===== config.mk =====
export PLATFORM = sky130hd
export DESIGN_NAME = gpcio_port
export DESIGN_NICKNAME = d
export VERILOG_FILES = /design/src/gpcio_pkg.sv /design/src/gpcio_port.sv
export VERILOG_INCLUDE_DIRS = /design/src
export SDC_FILE = /design/constraint.sdc
export NUM_CORES = 1
export LEC_CHECK = 0
export BUFFER_PORTS_ARGS = -buffer_cell sky130_fd_sc_hd__buf_2
export CAP_MARGIN = 20
export CORE_ASPECT_RATIO = 0.75
export CORE_MARGIN = 5
export CORE_UTILIZATION = 55
export DETAILED_ROUTE_END_ITERATION = 8
export PLACE_DENSITY_LB_ADDON = 0.1
export REMOVE_ABC_BUFFERS = 1
export SYNTH_ARGS = -nofsm -noshare
export SYNTH_HDL_FRONTEND = slang
export SYNTH_SLANG_ARGS = --single-unit

===== constraint.sdc =====
create_clock -name clock -period 2 [get_ports clock]
set_input_delay 0.4 -clock clock [delete_from_list [all_inputs] [get_ports clock]]
set_output_delay 0.4 -clock clock [all_outputs]
set_load 0.05 [all_outputs]

===== src/gpcio_params.svh =====
/*
 * Register offsets, field positions and reset values of the two-port GPIO block.
 * Assumes inclusion by bare name from the design file and the bench.
 */
`ifndef GPCIO_PARAMS_SVH
`define GPCIO_PARAMS_SVH

`define GPCIO_OFF_PA_PIN      4'h0
`define GPCIO_OFF_PA_LAT      4'h1
`define GPCIO_OFF_PA_DIR      4'h2
`define GPCIO_OFF_AN_LOW      4'h3
`define GPCIO_OFF_PB_PIN      4'h4
`define GPCIO_OFF_PB_LAT      4'h5
`define GPCIO_OFF_PB_DIR      4'h6
`define GPCIO_OFF_AN_HIGH     4'h7
`define GPCIO_OFF_INTERRUPT_CONTROL      4'h8
`define GPCIO_OFF_INTERRUPT_CONTROL_TWO     4'h9
`define GPCIO_OFF_OSC_MODE    4'hA

`define GPCIO_PA_UNIMPL_BIT   4
`define GPCIO_PA_AN_BIT       5
`define GPCIO_PA_CLK_BIT      6
`define GPCIO_PA_AN_SEL_BIT   4
`define GPCIO_CHG_FLAG_BIT    0
`define GPCIO_PU_EN_N_BIT     7
`define GPCIO_IOC_LO          4
`define GPCIO_IOC_HI          7
`define GPCIO_PB_AN_LO        0
`define GPCIO_PB_AN_HI        3

`define GPCIO_DIR_RESET       8'hFF
`define GPCIO_LAT_RESET       8'h00
`define GPCIO_AN_LOW_RESET    8'h00
`define GPCIO_AN_HIGH_RESET   8'h00
`define GPCIO_INTERRUPT_CONTROL_TWO_RESET   8'h80
`define GPCIO_PA_IMPL_MASK    8'hEF
`define GPCIO_AN_LOW_NARROW   8'h1F
`define GPCIO_DIV_LAST        2'h1
`define GPCIO_CLR_HOLD        1'h1

`endif


===== src/gpcio_pkg.sv =====
/*
 * Types of the two-port GPIO block.
 * Assumes nothing beyond a SystemVerilog compiler.
 */
package gpcio_pkg;
	typedef enum logic [1:0] {
		GPCIO_OSC_HS,
		GPCIO_OSC_RC,
		GPCIO_OSC_EC,
		GPCIO_OSC_OTHER
	} gpcio_osc_t;
endpackage


===== src/gpcio_port.sv =====
/*
 * Two 8-bit GPIO ports with weak pull-ups on port B and change detection on port B<7:4>.
 * Assumes a simple register port with read data one cycle after the read strobe,
 * and pin inputs synchronous to clock. Analog pins read digital zero.
 */
// Summary of operation
// RULE_01 - Port B: eight pins, each in or out
// RULE_02 - Direction 1 tri-states, 0 drives latch
// RULE_03 - Latch reads return latch, not pins
// RULE_04 - Clearing INTERRUPT_CONTROL_TWO bit 7 enables pull-ups
// RULE_05 - Output pins never get pull-up
// RULE_06 - Pull-ups off after reset
// RULE_07 - Reset: B<3:0> analog zero, B<7:4> digital
// RULE_08 - Change detect on B<7:4> inputs only
// RULE_09 - Reference captured on port B read
// RULE_10 - Mismatches ORed into INTERRUPT_CONTROL bit 0
// RULE_11 - Mismatch keeps setting; clear after a cycle
// RULE_12 - Software: access port, wait, clear flag
// RULE_13 - Change event wakes from sleep, idle
// RULE_14 - Software avoids polling during change use
// RULE_15 - A5 digital input off while analog
// RULE_16 - A5 latch drives regardless of analog
// RULE_17 - RC/EC modes: A6 outputs clock/4
// RULE_18 - Port A bit 4 reads zero
// RULE_19 - Overriding function ignores direction bit
// RULE_20 - Upper analog bits only on large package
// RULE_21 - Software sets analog-high bit for digital
// RULE_22 - Pull-up needs enable, input, digital
`timescale 1ns/1ps
`include "gpcio_params.svh"

module gpcio_port #(
	parameter bit LARGE_PACKAGE = 1'b1
) (
	input  wire logic       clock,
	input  wire logic       rst_n,
	input  wire logic [3:0] reg_addr,
	input  wire logic [7:0] reg_wdata,
	input  wire logic       reg_wr,
	input  wire logic       reg_rd,
	output logic      [7:0] reg_rdata,
	input  wire logic [7:0] port_a_in,
	output logic      [7:0] port_a_out,
	output logic      [7:0] port_a_oe,
	input  wire logic [7:0] port_b_in,
	output logic      [7:0] port_b_out,
	output logic      [7:0] port_b_oe,
	output logic      [7:0] port_b_pullup,
	output logic            port_change_flag,
	output logic            wake_request
);

	logic [7:0]             port_a_output_latch;
	logic [7:0]             port_a_direction;
	logic [7:0]             analog_select_low;
	logic [7:0]             port_b_output_latch;
	logic [7:0]             port_b_direction;
	logic [7:0]             analog_select_high;
	logic                   pullup_enable_n;
	gpcio_pkg::gpcio_osc_t  osc_mode;
	logic [3:0]             ioc_reference;
	logic [1:0]             clk_div;
	logic                   cycle_clock_out;
	logic                   clear_hold;

	localparam logic [7:0] INTERRUPT_CONTROL_TWO_RST = `GPCIO_INTERRUPT_CONTROL_TWO_RESET;

	// Decode
	wire wr_pa_pin  = reg_wr && reg_addr == `GPCIO_OFF_PA_PIN;
	wire wr_pa_lat  = reg_wr && reg_addr == `GPCIO_OFF_PA_LAT;
	wire wr_pa_dir  = reg_wr && reg_addr == `GPCIO_OFF_PA_DIR;
	wire wr_an_low  = reg_wr && reg_addr == `GPCIO_OFF_AN_LOW;
	wire wr_pb_pin  = reg_wr && reg_addr == `GPCIO_OFF_PB_PIN;
	wire wr_pb_lat  = reg_wr && reg_addr == `GPCIO_OFF_PB_LAT;
	wire wr_pb_dir  = reg_wr && reg_addr == `GPCIO_OFF_PB_DIR;
	wire wr_an_high = reg_wr && reg_addr == `GPCIO_OFF_AN_HIGH;
	wire wr_interrupt_control  = reg_wr && reg_addr == `GPCIO_OFF_INTERRUPT_CONTROL;
	wire wr_interrupt_control_two = reg_wr && reg_addr == `GPCIO_OFF_INTERRUPT_CONTROL_TWO;
	wire wr_osc     = reg_wr && reg_addr == `GPCIO_OFF_OSC_MODE;
	wire rd_pb_pin  = reg_rd && reg_addr == `GPCIO_OFF_PB_PIN;
	wire pb_access  = rd_pb_pin || wr_pb_pin;

	// Upper analog-select bits vanish on the small package
	wire [7:0] an_low_mask = LARGE_PACKAGE ? 8'hFF : `GPCIO_AN_LOW_NARROW; // [RULE_20]

	// Analog-select bit at 1 means digital (reset 0 = all analog)
	wire       pa5_analog = !analog_select_low[`GPCIO_PA_AN_SEL_BIT];
	wire [7:0] pb_analog;
	wire [7:0] pb_digital_in;
	genvar g;
	generate
		for (g = 0; g < 8; g++) begin : g_pb
			if (g <= `GPCIO_PB_AN_HI) begin : g_an
				assign pb_analog[g] = !analog_select_high[g]; // [RULE_07]
			end else begin : g_dig
				assign pb_analog[g] = 1'b0; // [RULE_07]
			end
			assign pb_digital_in[g] = pb_analog[g] ? 1'b0 : port_b_in[g];
		end
	endgenerate

	// Port A input path
	wire cycle_clock_out_mode = osc_mode == gpcio_pkg::GPCIO_OSC_RC || osc_mode == gpcio_pkg::GPCIO_OSC_EC;
	wire [7:0] pa_read_raw = port_a_in & `GPCIO_PA_IMPL_MASK; // [RULE_18]
	wire [7:0] pa_read = pa5_analog ? (pa_read_raw & ~(8'h01 << `GPCIO_PA_AN_BIT)) // [RULE_15]
	                                : pa_read_raw;

	// Change detect, outputs excluded
	wire [3:0] ioc_inputs = port_b_direction[`GPCIO_IOC_HI:`GPCIO_IOC_LO];
	wire [3:0] ioc_now    = pb_digital_in[`GPCIO_IOC_HI:`GPCIO_IOC_LO];
	wire [3:0] mismatch   = (ioc_now ^ ioc_reference) & ioc_inputs; // [RULE_08]
	wire       any_mismatch = |mismatch; // [RULE_10]

	// Clearing only takes when no mismatch and the hold cycle passed
	wire flag_clear = wr_interrupt_control && !reg_wdata[`GPCIO_CHG_FLAG_BIT] && !clear_hold;
	wire next_flag  = any_mismatch ? 1'b1 : // [RULE_11]
	                  flag_clear   ? 1'b0 :
	                  wr_interrupt_control    ? (port_change_flag | reg_wdata[`GPCIO_CHG_FLAG_BIT])
	                               : port_change_flag;

	// Pull-ups
	wire [7:0] next_pullup = {8{!pullup_enable_n}} & port_b_direction & ~pb_analog; // [RULE_04] [RULE_05] [RULE_22]

	// Pin drive
	wire [7:0] next_pa_oe;
	wire [7:0] next_pa_out;
	// Unimplemented bit 4 must never drive the pin
	wire [7:0] pa_drive = ~port_a_direction & `GPCIO_PA_IMPL_MASK; // [RULE_18]
	assign next_pa_oe  = cycle_clock_out_mode ? (pa_drive | (8'h01 << `GPCIO_PA_CLK_BIT)) // [RULE_17]
	                               : pa_drive; // [RULE_02] [RULE_16]
	assign next_pa_out = cycle_clock_out_mode ? ((port_a_output_latch & ~(8'h01 << `GPCIO_PA_CLK_BIT))
	                                  | ({7'h00, cycle_clock_out} << `GPCIO_PA_CLK_BIT)) // [RULE_19]
	                               : port_a_output_latch;

	// Read mux
	logic [7:0] next_rdata;
	always_comb begin
		unique case (reg_addr)
			`GPCIO_OFF_PA_PIN:   next_rdata = pa_read;
			`GPCIO_OFF_PA_LAT:   next_rdata = port_a_output_latch; // [RULE_03]
			`GPCIO_OFF_PA_DIR:   next_rdata = port_a_direction;
			`GPCIO_OFF_AN_LOW:   next_rdata = analog_select_low;
			`GPCIO_OFF_PB_PIN:   next_rdata = pb_digital_in; // [RULE_07]
			`GPCIO_OFF_PB_LAT:   next_rdata = port_b_output_latch; // [RULE_03]
			`GPCIO_OFF_PB_DIR:   next_rdata = port_b_direction;
			`GPCIO_OFF_AN_HIGH:  next_rdata = analog_select_high;
			`GPCIO_OFF_INTERRUPT_CONTROL:   next_rdata = {7'h00, port_change_flag};
			`GPCIO_OFF_INTERRUPT_CONTROL_TWO:  next_rdata = {pullup_enable_n, 7'h00};
			`GPCIO_OFF_OSC_MODE: next_rdata = {6'h00, osc_mode};
			default:             next_rdata = 8'h00;
		endcase
	end

	always_ff @(posedge clock or negedge rst_n) begin
		if (!rst_n) begin
			port_a_output_latch <= `GPCIO_LAT_RESET;
			port_a_direction    <= `GPCIO_DIR_RESET & `GPCIO_PA_IMPL_MASK; // [RULE_18]
			analog_select_low   <= `GPCIO_AN_LOW_RESET;
			port_b_output_latch <= `GPCIO_LAT_RESET;
			port_b_direction    <= `GPCIO_DIR_RESET;
			analog_select_high  <= `GPCIO_AN_HIGH_RESET;
		end else begin
			if (wr_pa_pin || wr_pa_lat) begin
				port_a_output_latch <= reg_wdata & `GPCIO_PA_IMPL_MASK; // [RULE_18]
			end
			if (wr_pa_dir) begin
				port_a_direction <= reg_wdata & `GPCIO_PA_IMPL_MASK; // [RULE_18]
			end
			if (wr_an_low) begin
				analog_select_low <= reg_wdata & an_low_mask; // [RULE_20]
			end
			if (wr_pb_pin || wr_pb_lat) begin
				port_b_output_latch <= reg_wdata; // [RULE_01]
			end
			if (wr_pb_dir) begin
				port_b_direction <= reg_wdata; // [RULE_01]
			end
			if (wr_an_high) begin
				analog_select_high <= reg_wdata;
			end
		end
	end

	always_ff @(posedge clock or negedge rst_n) begin
		if (!rst_n) begin
			pullup_enable_n <= INTERRUPT_CONTROL_TWO_RST[`GPCIO_PU_EN_N_BIT]; // [RULE_06]
			osc_mode        <= gpcio_pkg::GPCIO_OSC_HS;
			ioc_reference   <= 4'h0;
			port_change_flag <= 1'b0;
			clear_hold      <= 1'b0;
		end else begin
			if (wr_interrupt_control_two) begin
				pullup_enable_n <= reg_wdata[`GPCIO_PU_EN_N_BIT]; // [RULE_04]
			end
			if (wr_osc) begin
				osc_mode <= gpcio_pkg::gpcio_osc_t'(reg_wdata[1:0]);
			end
			if (rd_pb_pin) begin
				ioc_reference <= ioc_now; // [RULE_09]
			end
			port_change_flag <= next_flag; // [RULE_10]
			clear_hold <= pb_access ? `GPCIO_CLR_HOLD : 1'b0; // [RULE_11]
		end
	end

	always_ff @(posedge clock or negedge rst_n) begin
		if (!rst_n) begin
			clk_div         <= 2'h0;
			cycle_clock_out <= 1'b0;
		end else begin
			clk_div <= clk_div + 2'h1;
			if (clk_div == `GPCIO_DIV_LAST || clk_div == 2'h3) begin
				cycle_clock_out <= !cycle_clock_out; // [RULE_17]
			end
		end
	end

	always_ff @(posedge clock or negedge rst_n) begin
		if (!rst_n) begin
			reg_rdata     <= 8'h00;
			port_a_out    <= `GPCIO_LAT_RESET;
			port_a_oe     <= 8'h00;
			port_b_out    <= `GPCIO_LAT_RESET;
			port_b_oe     <= 8'h00;
			port_b_pullup <= 8'h00;
			wake_request  <= 1'b0;
		end else begin
			reg_rdata     <= reg_rd ? next_rdata : 8'h00;
			port_a_out    <= next_pa_out;
			port_a_oe     <= next_pa_oe;
			port_b_out    <= port_b_output_latch;
			port_b_oe     <= ~port_b_direction; // [RULE_02]
			port_b_pullup <= next_pullup;
			wake_request  <= next_flag; // [RULE_13]
		end
	end

	AST_FLAG_SET: assert property (@(posedge clock) disable iff (!rst_n) // [RULE_10]
		any_mismatch |=> port_change_flag)
		else $error("mismatch did not set change flag");
	AST_FLAG_STAYS: assert property (@(posedge clock) disable iff (!rst_n) // [RULE_11]
		(any_mismatch && wr_interrupt_control) |=> port_change_flag)
		else $error("flag cleared during mismatch");
	AST_OUT_EXCLUDED: assert property (@(posedge clock) disable iff (!rst_n) // [RULE_08]
		(port_b_direction[`GPCIO_IOC_HI:`GPCIO_IOC_LO] == 4'h0) |-> !any_mismatch)
		else $error("output pin took part in change compare");
	AST_REF_CAPTURE: assert property (@(posedge clock) disable iff (!rst_n) // [RULE_09]
		rd_pb_pin |=> ioc_reference == $past(ioc_now))
		else $error("reference not captured on read");
	AST_PULLUP_OUT: assert property (@(posedge clock) disable iff (!rst_n) // [RULE_05]
		##1 (port_b_pullup & port_b_oe) == 8'h00)
		else $error("pull-up on driven pin");
	AST_PULLUP_GLOBAL: assert property (@(posedge clock) disable iff (!rst_n) // [RULE_04]
		pullup_enable_n |=> port_b_pullup == 8'h00)
		else $error("pull-up active while disabled");
	AST_LAT_READ: assert property (@(posedge clock) disable iff (!rst_n) // [RULE_03]
		(reg_rd && reg_addr == `GPCIO_OFF_PB_LAT) |=> reg_rdata == $past(port_b_output_latch))
		else $error("latch read returned wrong value");
	AST_PA_BIT4: assert property (@(posedge clock) disable iff (!rst_n) // [RULE_18]
		(reg_rd && reg_addr <= `GPCIO_OFF_PA_DIR) |=> reg_rdata[`GPCIO_PA_UNIMPL_BIT] == 1'b0)
		else $error("port A bit 4 read non-zero");
	AST_DRIVE: assert property (@(posedge clock) disable iff (!rst_n) // [RULE_02]
		##1 port_b_oe == ~$past(port_b_direction) && port_b_out == $past(port_b_output_latch))
		else $error("port B drive mismatch");
	AST_CYCLE_CLOCK_OUT: assert property (@(posedge clock) disable iff (!rst_n) // [RULE_17]
		cycle_clock_out_mode |=> port_a_oe[`GPCIO_PA_CLK_BIT])
		else $error("clock out not driven");

	// Change flag clearing and the hold cycle
	AST_CLEAR_TAKES: assert property (@(posedge clock) disable iff (!rst_n) // [RULE_11]
		(flag_clear && !any_mismatch) |=> !port_change_flag)
		else $error("flag clear ignored");

	AST_HOLD_BLOCKS: assert property (@(posedge clock) disable iff (!rst_n) // [RULE_11]
		(wr_interrupt_control && clear_hold && port_change_flag) |=> port_change_flag)
		else $error("flag cleared inside hold cycle");

	AST_HOLD_ENDS: assert property (@(posedge clock) disable iff (!rst_n) // [RULE_11]
		(clear_hold && !pb_access) |=> !clear_hold)
		else $error("hold cycle did not end");

	AST_WAKE: assert property (@(posedge clock) disable iff (!rst_n) // [RULE_13]
		wake_request == port_change_flag)
		else $error("wake request differs from flag");

	AST_REF_HOLD: assert property (@(posedge clock) disable iff (!rst_n) // [RULE_09]
		!rd_pb_pin |=> $stable(ioc_reference))
		else $error("reference moved without read");

	AST_FLAG_READ: assert property (@(posedge clock) disable iff (!rst_n) // [RULE_10]
		(reg_rd && reg_addr == `GPCIO_OFF_INTERRUPT_CONTROL) |=> reg_rdata[0] == $past(port_change_flag))
		else $error("flag read wrong");

	// Port B reads and pull-ups
	AST_PB_READ: assert property (@(posedge clock) disable iff (!rst_n) // [RULE_01]
		(reg_rd && reg_addr == `GPCIO_OFF_PB_PIN) |=> reg_rdata == $past(pb_digital_in))
		else $error("port B pin read wrong");

	AST_PB_ANALOG_ZERO: assert property (@(posedge clock) disable iff (!rst_n) // [RULE_07]
		(rd_pb_pin && analog_select_high[3:0] == 4'h0) |=> reg_rdata[3:0] == 4'h0)
		else $error("analog pins read non-zero");

	AST_PU_READ: assert property (@(posedge clock) disable iff (!rst_n) // [RULE_04]
		(reg_rd && reg_addr == `GPCIO_OFF_INTERRUPT_CONTROL_TWO) |=> reg_rdata[7] == $past(pullup_enable_n))
		else $error("pull-up control read wrong");

	AST_PULLUP_ANALOG: assert property (@(posedge clock) disable iff (!rst_n) // [RULE_22]
		##1 (port_b_pullup & $past(pb_analog)) == 8'h00)
		else $error("pull-up on analog pin");

	AST_RDATA_IDLE: assert property (@(posedge clock) disable iff (!rst_n) // [RULE_03]
		!reg_rd |=> reg_rdata == 8'h00)
		else $error("read data without read");

	// Port A paths
	AST_PA_LAT_READ: assert property (@(posedge clock) disable iff (!rst_n) // [RULE_03]
		(reg_rd && reg_addr == `GPCIO_OFF_PA_LAT) |=> reg_rdata == $past(port_a_output_latch))
		else $error("port A latch read wrong");

	AST_PA5_ANALOG: assert property (@(posedge clock) disable iff (!rst_n) // [RULE_15]
		(reg_rd && reg_addr == `GPCIO_OFF_PA_PIN && pa5_analog) |=> !reg_rdata[5])
		else $error("analog A5 read as digital");

	AST_PA5_DRIVE: assert property (@(posedge clock) disable iff (!rst_n) // [RULE_16]
		##1 port_a_out[5] == $past(port_a_output_latch[5]))
		else $error("A5 latch not driven");

	AST_PA_OE: assert property (@(posedge clock) disable iff (!rst_n) // [RULE_02]
		!cycle_clock_out_mode |=> port_a_oe == $past(~port_a_direction & `GPCIO_PA_IMPL_MASK))
		else $error("port A enable wrong");

	AST_PA_OUT: assert property (@(posedge clock) disable iff (!rst_n) // [RULE_02]
		!cycle_clock_out_mode |=> port_a_out == $past(port_a_output_latch))
		else $error("port A drive wrong");

	AST_PA_OE_BIT4: assert property (@(posedge clock) disable iff (!rst_n) // [RULE_18]
		!port_a_oe[`GPCIO_PA_UNIMPL_BIT])
		else $error("unimplemented bit driven");

	AST_CYCLE_CLOCK_OUT_OUT: assert property (@(posedge clock) disable iff (!rst_n) // [RULE_17]
		cycle_clock_out_mode |=> port_a_out[`GPCIO_PA_CLK_BIT] == $past(cycle_clock_out))
		else $error("clock out value wrong");

	AST_HS_NO_CYCLE_CLOCK_OUT: assert property (@(posedge clock) disable iff (!rst_n) // [RULE_19]
		(!cycle_clock_out_mode && port_a_direction[`GPCIO_PA_CLK_BIT]) |=> !port_a_oe[`GPCIO_PA_CLK_BIT])
		else $error("A6 driven as input");

	AST_AN_LOW_MASK: assert property (@(posedge clock) disable iff (!rst_n) // [RULE_20]
		(analog_select_low & ~an_low_mask) == 8'h00)
		else $error("absent analog bits set");

	COV_CHANGE: cover property (@(posedge clock) disable iff (!rst_n)
		!port_change_flag ##1 port_change_flag);
	COV_CLEAR: cover property (@(posedge clock) disable iff (!rst_n)
		rd_pb_pin ##2 (port_change_flag && flag_clear) ##1 !port_change_flag);
	COV_PULLUP: cover property (@(posedge clock) disable iff (!rst_n) port_b_pullup != 8'h00);
	COV_CYCLE_CLOCK_OUT: cover property (@(posedge clock) disable iff (!rst_n)
		cycle_clock_out_mode && port_a_oe[`GPCIO_PA_CLK_BIT]);

endmodule // gpcio_port


* Word level (Yosys, flattened, before mapping)
Index checks and enable logic that the tools add are counted.
Word-level totals: flip-flop bits (word level) 106, output and inout port bits 50
Operators by class: $add $sub $neg 1, equal/unequal tests 14, multiplexer cells 13, bitwise operators 9, reductions and logical operators 30
Operators with widths (number):
- case mux 8 bit (11 select lines) | 1
- AND 8 bit | 2
- == test 4 x 3 -> 1 bit, second input constant | 4
- 2-to-1 mux 8 bit | 2
- inverter 8 bit | 2
- logical AND 1 bit | 14
- == test 4 bit, second input constant | 3
- == test 4 x 2 -> 1 bit, second input constant | 2
- zero test 1 bit | 8
- 2-to-1 mux 1 bit | 8
- inverter 4 -> 8 bit | 1
- bitwise OR 8 x 7 -> 8 bit | 1
- 2-to-1 mux 7 bit | 1
- 2-to-1 mux 6 bit | 1
- logical OR 1 bit | 5
- AND 4 bit | 1
- == test 2 x 1 -> 1 bit, second input constant | 2
- == test 2 bit, second input constant | 2
- == test 4 x 1 -> 1 bit, second input constant | 1
- zero test 4 bit | 1
- OR reduction 4 bit | 1
- bitwise XOR 4 bit | 1
- nonzero test 3 bit | 1
- adder 2 x 1 -> 2 bit, second input constant | 1
- bitwise OR 1 bit | 1

* Logic depth before layout (Yosys ltp)
Gate-level depths: netlist of the first run.
depth after elaboration 6, depth in mapped cells 7

* Least setup slack after synthesis of the first run
No wires, ideal clock.
path kind input to register, start input port reg_addr[3], end register analog_select_high[0], data arrival time 1416 ps, setup slack 459 ps, stages 5, buffers on the path 2, cells stage by stage buf_4 and2b_4 and3_4 buf_6 mux2_4
Between the ends: longest elaborated chain between the ends 2
Ends and longest elaborated chain:
- from (decl) | line gpcio_port.sv:37 | input wire logic [3:0] reg_addr,
- == test 4 x 3 -> 1 bit
- logical AND 1 bit (no line)
- to (signal assigned) | line gpcio_port.sv:161 | analog_select_high <= `GPCIO_AN_HIGH_RESET;
- to (signal assigned) | line gpcio_port.sv:179 | analog_select_high <= reg_wdata;
- to (decl) | line gpcio_port.sv:58 | logic [7:0] analog_select_high;
No other way between the ends. A chain may end at the register's enable or synchronous reset.

==> results of run 1 <==
## cell usage after synthesis (4+ instances only)
library cell and n:
a21o_1 4, a21oi_1 6, a22o_1 6, buf_2 6, buf_4 6, buf_6 6, dfrtp_1 88, dfstp_2 16
inv_1 18, mux2_1 8, mux2_2 33, mux2_4 8, mux2i_1 5, nand2_1 25, nand2b_1 5, nand3_1 5
nor2_1 18, o21ai_0 4, o21ai_1 9, xnor2_1 4
## state kept, by name, indices dropped and copies added (netlist names)
| name | cells |
|---|---|
| port_a_oe | 7 |
| osc_mode | 2 |
| port_a_direction | 7 |
| port_a_out | 7 |
| port_b_out | 8 |
| analog_select_high | 8 |
| clk_div | 2 |
| port_b_output_latch | 8 |
| port_b_pullup | 8 |
| reg_rdata | 8 |
| port_b_direction | 8 |
| pullup_enable_n | 1 |
| cycle_clock_out | 1 |
| clear_hold | 1 |
| port_a_output_latch | 7 |
| wake_request | 1 |
| analog_select_low | 8 |
| ioc_reference | 4 |
| port_b_oe | 8 |
## per-layer routing
metal	vias to the layer above	wire, um
li1	1335	-
met1	1431	4710
met2	90	4350
met3	5	600
met4	0	57
met5	-	0
## worst max path at each step
stage,to,slack (ns),cells after the start
2_1_floorplan,reg_rdata[0]$_DFF_PN0_,0.48,3
3_3_place_gp,port_b_direction[1]$_DFFE_PN1P_,0.17,7
3_5_place_dp,port_b_direction[1]$_DFFE_PN1P_,0.15,7
4_1_cts,port_change_flag,0.51,1
5_1_grt,port_b_direction[6]$_DFFE_PN1P_,0.46,7
6_report,port_change_flag,0.53,1
## power groups by stage
| stage | Clock [mW] | Sequential [mW] | Combinational [mW] |
|---|---|---|---|
| after floorplan | 0 | 3.47 | 0.492 |
| after global placement | 0 | 2.82 | 1.63 |
| after global routing | 1.43 | 2.86 | 1.74 |
| after CTS | 1.35 | 2.80 | 1.65 |
| after detailed placement | 0 | 2.84 | 1.64 |
| final | 1.32 | 2.80 | 1.64 |
## per-stage QoR
stage	hold slack [ns]	utilization, %	cell area (um2)
3_3_place_gp	0.361	62.8	4910
3_5_place_dp	0.377	62.8	4910
6_report	0.260	65.6	5120
5_1_grt	0.258	65.6	5120
4_1_cts	0.246	65.6	5120
2_1_floorplan	0.104	-	4210
## layout make-up
class	count	area [um2]	area share, %
Timing Repair Buffer	98	583	11.4
Multi-Input combinational cell	194	1520	29.6
Tap cell	105	131	2.57
Clock inverter	7	77.6	1.51
Sequential cell	104	2620	51.2
Clock buffer	9	124	2.42
Inverter	18	67.6	1.32
## logic make-up (layout without fill, tap and decap cells)
family | count (synthesis) | count (layout)
flops | 104 | 104
fa+ha+maj | 2 | 2
compound gates | 50 | 50
simple gates | 78 | 78
mux | 56 | 56
buf+inv | 37 | 132
other cells | 1 | 2
xor+xnor | 6 | 6
==> reports/qor.csv, run 1 <==
metric,value,unit
hold_violations,0,
sw_frac_of_total,35.9,%
ys_warn_count,0,
commonest_cells_after_routing_fill_and_taps_aside,"dfrtp_1 (88), buf_2 (77), mux2_2 (33), nand2_1 (25)",
pin_count,82,
ys_top_cells_by_area,"dfrtp_1 (51%), dfstp_2 (9.7%), mux2_2 (8.5%), mux2_4 (2.8%), nand2_1 (2.2%)",
cts_setup_buffers,0,
critical_path.slowest_cell,dfrtp_1,
worst_setup_sp_type,register,
areaGrowthSynthToFinish,17.8,%
leakagePower,2.44,nW
criticalPathCategory,reg2out,
drc_errors,0,
worst-endpoint-required,1.60,ns
synth_edf_count,0,
worstPathMaxFanout,4,
die_x,113,um
mostFrequentLayoutCell,dfrtp_1,
post_synth_inst_count,334,
synth_simple_gate_area_share,9.50,%
clk-insertion-delay-late,0.36,ns
synth_xor_area_share,1.21,%
detailed_place_hpwl,7030,um
worst_clock_skew,0.0131,ns
hold_path.startpoint,reg_wdata[4],
cts_htree_levels,3,
placementRows,28,
synth_largest_area_cell,dfrtp_1,
routed_via_density,5.35,
final_number_of_max_transition_violations,0,
maxClockFrequency,678,MHz
cts.hold.buffers_added,1,
final_cell_count_no_fill,535,
die_height,87,um
grt.met2_usage,31.7,%
cell_family_contributing_the_most_delay_on_the_critical_path,flip-flops,
final_antenna_net_count,0,
max-clock-path-buffers,2,
num-fill-cells,610,
net_switching_power_figure,2.07,mW
dp_cells,518,
totalPowerFinal,5.76,mW
syn_area_per_cell,13.0,um2
starting_utilization_of_the_core_area,55.7,%
floorplan.die_area,9800,um2
finalWirelength,9710,um
worst_path_largest_cell_delay,0.42,ns
finalSetupTns,0,ns
power.share.sequential,48.7,%
first_global_vias,2958,
tritoncts.num_buffers,9,
yosys_top_cell_area_share,50.6,%
synth_sequential_area_ratio,60.3,%
cap_violations,0,
antenna-diode-count,0,
cp_num_buf_inv,1,
cts_tree,done,
max-vdd-ir-drop,0.000760,V
post_synth_mux_area_share,15.6,%
numClockSinks,104,
grt_overflow_total,0,
power-per-cell-area,1120,nW/um2
cell_depth_of_the_worst_hold_path,3,
global_route_usage_sum,20.9,%
result_of_the_run,finished clean,
place.gp.congestion,0.803,
post-route-worst-setup-slack,0.525,ns
layout-drive-gt1-share,41.6,%
min_period,1.47,ns
crit_path_cell_trace,buf_2,
crit-reg2reg-capture,reg_rdata[7]$_DFF_PN0_,
num_vias,2861,
setup_repair_after_global_routing_missed_its_margin,false,
clkPwrFrac,22.9,%
rr_startpoint,pullup_enable_n$_DFFE_PN1P_,
global_route.usage.met1,30.2,%
cp-end-kind,primary output,
end_of_the_worst_hold_path,port_b_direction[4]$_DFFE_PN1P_,
hold_path.class,in2reg,
critPathLaunch,wake_request$_DFFE_PN0P_,
grt_most_used_layer,met2,
cts_repair_resize_count,0,
setup_viol,0,
postSynth.asyncResetShare,100,%
final.period_utilization,73.7,%
clk_tree_root_cell,clkbuf_8,
timing.critical_path.arrival,1.07,ns
synth_top_family_by_area,multiplexers,
wire_per_inst,18.2,um
dr.pass1.iters,4,
core_area,7810,um2
yosysUniqueCellTypes,55,
portBuffers,78,
ff2ff_path_depth,4,
pin_count_of_the_biggest_net_entering_global_routing,44,
layout.nets,459,
power.internal,3.69,mW
clock_transition_at_the_registers_of_the_reported_paths,0.10,ns
pre_cts_slack,0.150,ns
synth-adder-area-share,0.576,%
reg2reg_slack,0.63,ns
initialDrtViolationCount,176,
synth_ff_type,dfrtp_1,
grt_first_pass_wirelength,15900,um
synth-compound-area-share,7.83,%
part_of_the_total_power_dissipated_in_combinational_logic,28.5,%
antenna_violations_before_repair,0,
postSynthRegisterBits,104,
post_synth_instance_area,4350,um2
global_route.usage.met3,6.53,%
Note: power is estimated with default switching activity, not from simulation.
==> run 2, diff against run 1 <==
--- a/config.mk
+++ b/config.mk
@@ -10,7 +10,7 @@
 export CAP_MARGIN = 20
 export CORE_ASPECT_RATIO = 0.75
 export CORE_MARGIN = 5
-export CORE_UTILIZATION = 55
+export CORE_UTILIZATION = 50
 export DETAILED_ROUTE_END_ITERATION = 8
 export PLACE_DENSITY_LB_ADDON = 0.1
 export REMOVE_ABC_BUFFERS = 1
==> constraint.sdc (replaced) <==
create_clock -name clock -period 1.3 [get_ports clock]
set_input_delay 0.26 -clock clock [delete_from_list [all_inputs] [get_ports clock]]
set_output_delay 0.26 -clock clock [all_outputs]
set_load 0.05 [all_outputs]
==> reports/qor.csv, run 2 (synthesis results as in run 1) <==
metric,value,unit
grt_overflow_total,0,
clk_tree_root_cell,clkbuf_16,
hold_path.class,in2reg,
final_number_of_max_transition_violations,0,
post-route-worst-setup-slack,-0.0523,ns
min_period,1.35,ns
timing.critical_path.arrival,1.62,ns
power-per-cell-area,1780,nW/um2
finalWirelength,10300,um
violations,setup timing,
cp-end-kind,register,
antenna_violations_before_repair,0,
worst_setup_sp_type,register,
portBuffers,78,
mostFrequentLayoutCell,dfrtp_1,
multi_input_area,1540,um2
final_antenna_net_count,0,
grt.met2_usage,29.8,%
cap_violations,0,
areaGrowthSynthToFinish,24.7,%
global_route.usage.met3,5.89,%
setup_repair_after_global_routing_missed_its_margin,true,
worst_path_largest_cell_delay,0.53,ns
commonest_cells_after_routing_fill_and_taps_aside,"dfrtp_1 (88), buf_2 (75), buf_4 (44), mux2_2 (33), nand2_1 (25)",
end_of_the_worst_hold_path,port_b_direction[4]$_DFFE_PN1P_,
cell_depth_of_the_worst_hold_path,3,
initialDrtViolationCount,259,
clk-insertion-delay-late,0.34,ns
starting_utilization_of_the_core_area,51.4,%
reg2reg_slack,-0.05,ns
hold_slack,0.143,ns
pin_count,82,
numClockSinks,104,
pin_count_of_the_biggest_net_entering_global_routing,50,
clock_transition_at_the_registers_of_the_reported_paths,0.07,ns
final_cell_count_no_fill,562,
placementRows,29,
cts_htree_levels,3,
first_global_vias,3135,
global_route_usage_sum,20.4,%
critical_path.slowest_cell,dfstp_2,
maxClockFrequency,740,MHz
cts_tree,done,
worst-endpoint-required,1.57,ns
place.gp.congestion,0.893,
ff2ff_path_depth,4,
totalPowerFinal,9.63,mW
drc_errors,0,
core_area,8450,um2
grt_most_used_layer,met2,
die_height,90.8,um
global_route.usage.met1,29.5,%
layout-drive-gt1-share,45.2,%
grt_first_pass_wirelength,17000,um
layout.nets,483,
die_x,118,um
num_vias,2936,
hold_path.startpoint,reg_wdata[4],
crit-reg2reg-capture,reg_rdata[7]$_DFF_PN0_,
placement_cell_area,5070,um2
tritoncts.num_buffers,9,
max-vdd-ir-drop,0.00133,V
max-clock-path-buffers,2,
dp_cells,544,
worst_clock_skew,0.00726,ns
postLayoutCellArea,5420,um2
floorplan.die_area,10700,um2
dr.pass1.iters,4,
num-fill-cells,676,
crit_path_cell_trace,mux2_1 > a22oi_1 > or4b_1 > o21ai_2,
criticalPathCategory,reg2reg,
worstPathMaxFanout,2,
final_core_utilization,64.2,%
leakagePower,2.61,nW
rr_startpoint,pullup_enable_n$_DFFE_PN1P_,
wire_per_inst,18.3,um
routed_via_density,5.22,
regArea,2620,um2
antenna-diode-count,0,
final.period_utilization,104,%
hold_violations,0,
result_of_the_run,finished with violations,
detailed_place_hpwl,7360,um
setup_viol,2,
## run 2: how the worst max path moves through the flow
stage,startpoint,end,cells past startpoint,slack (ns)
floorplan,wake_request$_DFFE_PN0P_,reg_rdata[0]$_DFF_PN0_,3,-0.22
global placement,reg_addr[0],reg_rdata[6]$_DFF_PN0_,6,-0.25
detailed placement,reg_addr[1],port_b_output_latch[0]$_DFFE_PN0P_,5,-0.25
CTS,pullup_enable_n$_DFFE_PN1P_,reg_rdata[7]$_DFF_PN0_,4,-0.06
global route,pullup_enable_n$_DFFE_PN1P_,reg_rdata[7]$_DFF_PN0_,4,-0.14
finish,pullup_enable_n$_DFFE_PN1P_,reg_rdata[7]$_DFF_PN0_,4,-0.05
## run 2: report_power, final
part / leakage (nW) / switching [mW] / internal (mW)
clock: 0.139 / 1.16 / 1.55
sequential: 1.24 / 0.336 / 3.98
combinational: 1.23 / 1.75 / 0.857
## run 2: critical path: cells and delay by family, from the launching register on
kind / cells / cell delay (ns)
compound gates: 2 / 0.15
mux: 1 / 0.12
flops: 1 / 0.53
simple gates: 1 / 0.49
## run 2: per-stage QoR
step	worst slack [ns]	setup TNS [ns]
CTS	-0.0623	-0.0700
finish	-0.0523	-0.0538
floorplan	-0.218	-0.295
global placement	-0.247	-10.43
global route	-0.142	-0.174
detailed placement	-0.248	-10.90
## run 2: what timing repair did
item                                   in CTS  in global routing
endpoints found under the hold margin      11                  0
setup buffers                               0                  1
pin swaps                                   0                  2
setup endpoints to repair                   4                  4
hold buffers                                1                  0
resized for setup                           2                  5
## run 2: area by class of cell
class | count | share of cell area (%)
inverters | 18 | 1.25
multi-input cells | 194 | 28.4
repair buffers | 122 | 13.9
clock buffers | 12 | 4.54
clock inverters | 4 | 0.992
flip-flops and latches | 104 | 48.4
well taps | 108 | 2.49
## run 2: metal layers
metal	part of all wire [%]	up-vias	routed length (um)
met2	45	87	4640
met3	5.7	11	589
met5	0	-	0
li1	-	1378	-
met4	1.1	0	113
met1	48	1460	4920
==> run 3, diff against run 2 <==
--- a/config.mk
+++ b/config.mk
@@ -14,6 +14,7 @@
 export DETAILED_ROUTE_END_ITERATION = 8
 export PLACE_DENSITY_LB_ADDON = 0.1
 export REMOVE_ABC_BUFFERS = 1
+export SETUP_SLACK_MARGIN = 0.2
 export SYNTH_ARGS = -nofsm -noshare
 export SYNTH_HDL_FRONTEND = slang
 export SYNTH_SLANG_ARGS = --single-unit
==> reports/qor.csv, run 3 (synthesis results as in run 1) <==
metric,value,unit
power.share.sequential,43.0,%
power.internal,6.85,mW
maxClockFrequency,733,MHz
final_number_of_max_transition_violations,0,
finalWirelength,10800,um
num_vias,3008,
tritoncts.num_buffers,9,
numClockSinks,104,
criticalPathCategory,reg2reg,
part_of_the_total_power_dissipated_in_combinational_logic,30.5,%
grt_overflow_total,0,
max-vdd-ir-drop,0.00152,V
cell_family_contributing_the_most_delay_on_the_critical_path,flip-flops,
drc_errors,0,
hold_violations,0,
finalSetupTns,-0.0649,ns
worst_setup_sp_type,register,
wire_per_inst,19.0,um
worstPathMaxFanout,2,
global_route_usage_sum,21.3,%
cp_num_buf_inv,0,
first_global_vias,3234,
sw_frac_of_total,33.2,%
timing.critical_path.arrival,1.63,ns
result_of_the_run,finished with violations,
pin_count_of_the_biggest_net_entering_global_routing,50,
routed_via_density,5.30,
pin_count,82,
floorplan.die_area,10700,um2
cts_htree_levels,3,
max-clock-path-buffers,2,
post-route-worst-setup-slack,-0.0638,ns
die_height,90.8,um
antenna_violations_before_repair,0,
clock_transition_at_the_registers_of_the_reported_paths,0.07,ns
final.period_utilization,105,%
worst_clock_skew,0.00721,ns
cts_tree,done,
crit_path_cell_trace,mux2_1 > a22oi_1 > or4b_1 > o21ai_2,
clk_tree_root_cell,clkbuf_16,
place.gp.congestion,0.893,
grt_first_pass_wirelength,17800,um
portBuffers,78,
leakagePower,2.75,nW
pre_cts_slack,-0.248,ns
dp_cells,544,
final_cell_count_no_fill,568,
worst_path_largest_cell_delay,0.54,ns
detailed_place_hpwl,7360,um
die_x,118,um
placementRows,29,
setup_repair_after_global_routing_missed_its_margin,true,
hold_path.class,in2reg,
areaGrowthSynthToFinish,35.1,%
starting_utilization_of_the_core_area,51.4,%
dr.pass1.iters,4,
net_switching_power_figure,3.40,mW
cp-end-kind,register,
core_area,8450,um2
power-per-cell-area,1740,nW/um2
clkPwrFrac,26.5,%
final_antenna_net_count,0,
critical_path.slowest_cell,dfstp_2,
initialDrtViolationCount,177,
commonest_cells_after_routing_fill_and_taps_aside,"dfrtp_1 (88), buf_6 (51), buf_4 (48), mux2_2 (32), buf_2 (26)",
hold_slack,0.143,ns
min_period,1.36,ns
layout.nets,489,
violations,setup timing,
setup_viol,2,
clk-insertion-delay-late,0.34,ns
antenna-diode-count,0,
cap_violations,0,
final_core_utilization,69.5,%
mostFrequentLayoutCell,dfrtp_1,
layout-drive-gt1-share,50.2,%
worst-endpoint-required,1.57,ns
==> run 3: cell count changes in the layout (fill, tap and decap cells not counted), moves of 3 or more <==
cell | previous run | this run
nor2_2 | 0 | 3
buf_6 | 0 | 51
buf_4 | 44 | 48
mux2_4 | 8 | 11
nor2_1 | 18 | 15
buf_2 | 75 | 26
==> run 3: path summary, 6_finish.rpt <==
check	from	to	slack, ns	cells after the start
hold reg to reg	port_a_output_latch[3]$_DFFE_PN0P_	port_a_out[3]$_DFF_PN0_	0.39	0
min in group asynchronous	rst_n	port_b_oe[3]$_DFF_PN0_	0.31	2
hold / removal	reg_wdata[4]	port_b_direction[4]$_DFFE_PN1P_	0.14	3
max in group asynchronous	rst_n	port_b_direction[6]$_DFFE_PN1P_	0.43	3
setup reg to reg	pullup_enable_n$_DFFE_PN1P_	reg_rdata[7]$_DFF_PN0_	-0.06	4
setup / recovery	pullup_enable_n$_DFFE_PN1P_	reg_rdata[7]$_DFF_PN0_	-0.06	4
==> run 3: worst min-delay path, cell delays in order <==
cell,delay [ns]
buf_2,0.12
nand2_1,0.05
o21ai_1,0.05
==> run 3: final cells by class <==
cell class | count | area, um2
flip-flops and latches | 104 | 2620
fillers | 622 | 2580
multi-input cells | 194 | 1640
repair buffers | 128 | 1110
clock buffers | 12 | 246
well taps | 108 | 135
inverters | 18 | 67.6
clock inverters | 4 | 53.8
==> run 3: per-stage QoR <==
step                total power [mW]  area (um2)
floorplan                       6.10        4210
global placement                6.90        5070
detailed placement              6.95        5070
CTS                             10.2        5790
global route                    10.7        5880
finish                          10.3        5880
==> run 3: layer usage <==
layer	track usage, %	vias to the layer above	routed length (um)
li1	-	1400	-
met1	29.5	1500	4810
met2	32.5	93	5100
met3	6.39	15	730
met4	6.21	0	157
met5	0	-	0
==> run 3: what timing repair did <==
| action | CTS | global route |
|---|---|---|
| pin swaps | 9 | 14 |
| gates resized for setup | 114 | 19 |
| endpoints found under the hold margin | 11 | 0 |
| buffers inserted | 6 | 1 |
| hold buffers | 1 | 0 |
| endpoints found under the setup margin | 99 | 83 |
==> run 3: power by group through the flow <==
stage	logic (mW)	clock network [mW]	registers [mW]
after detailed placement	2.59	0	4.36
after floorplan	0.757	0	5.34
final	3.13	2.72	4.41
after global placement	2.55	0	4.34
after CTS	3.08	2.76	4.39
after global routing	3.31	2.93	4.49
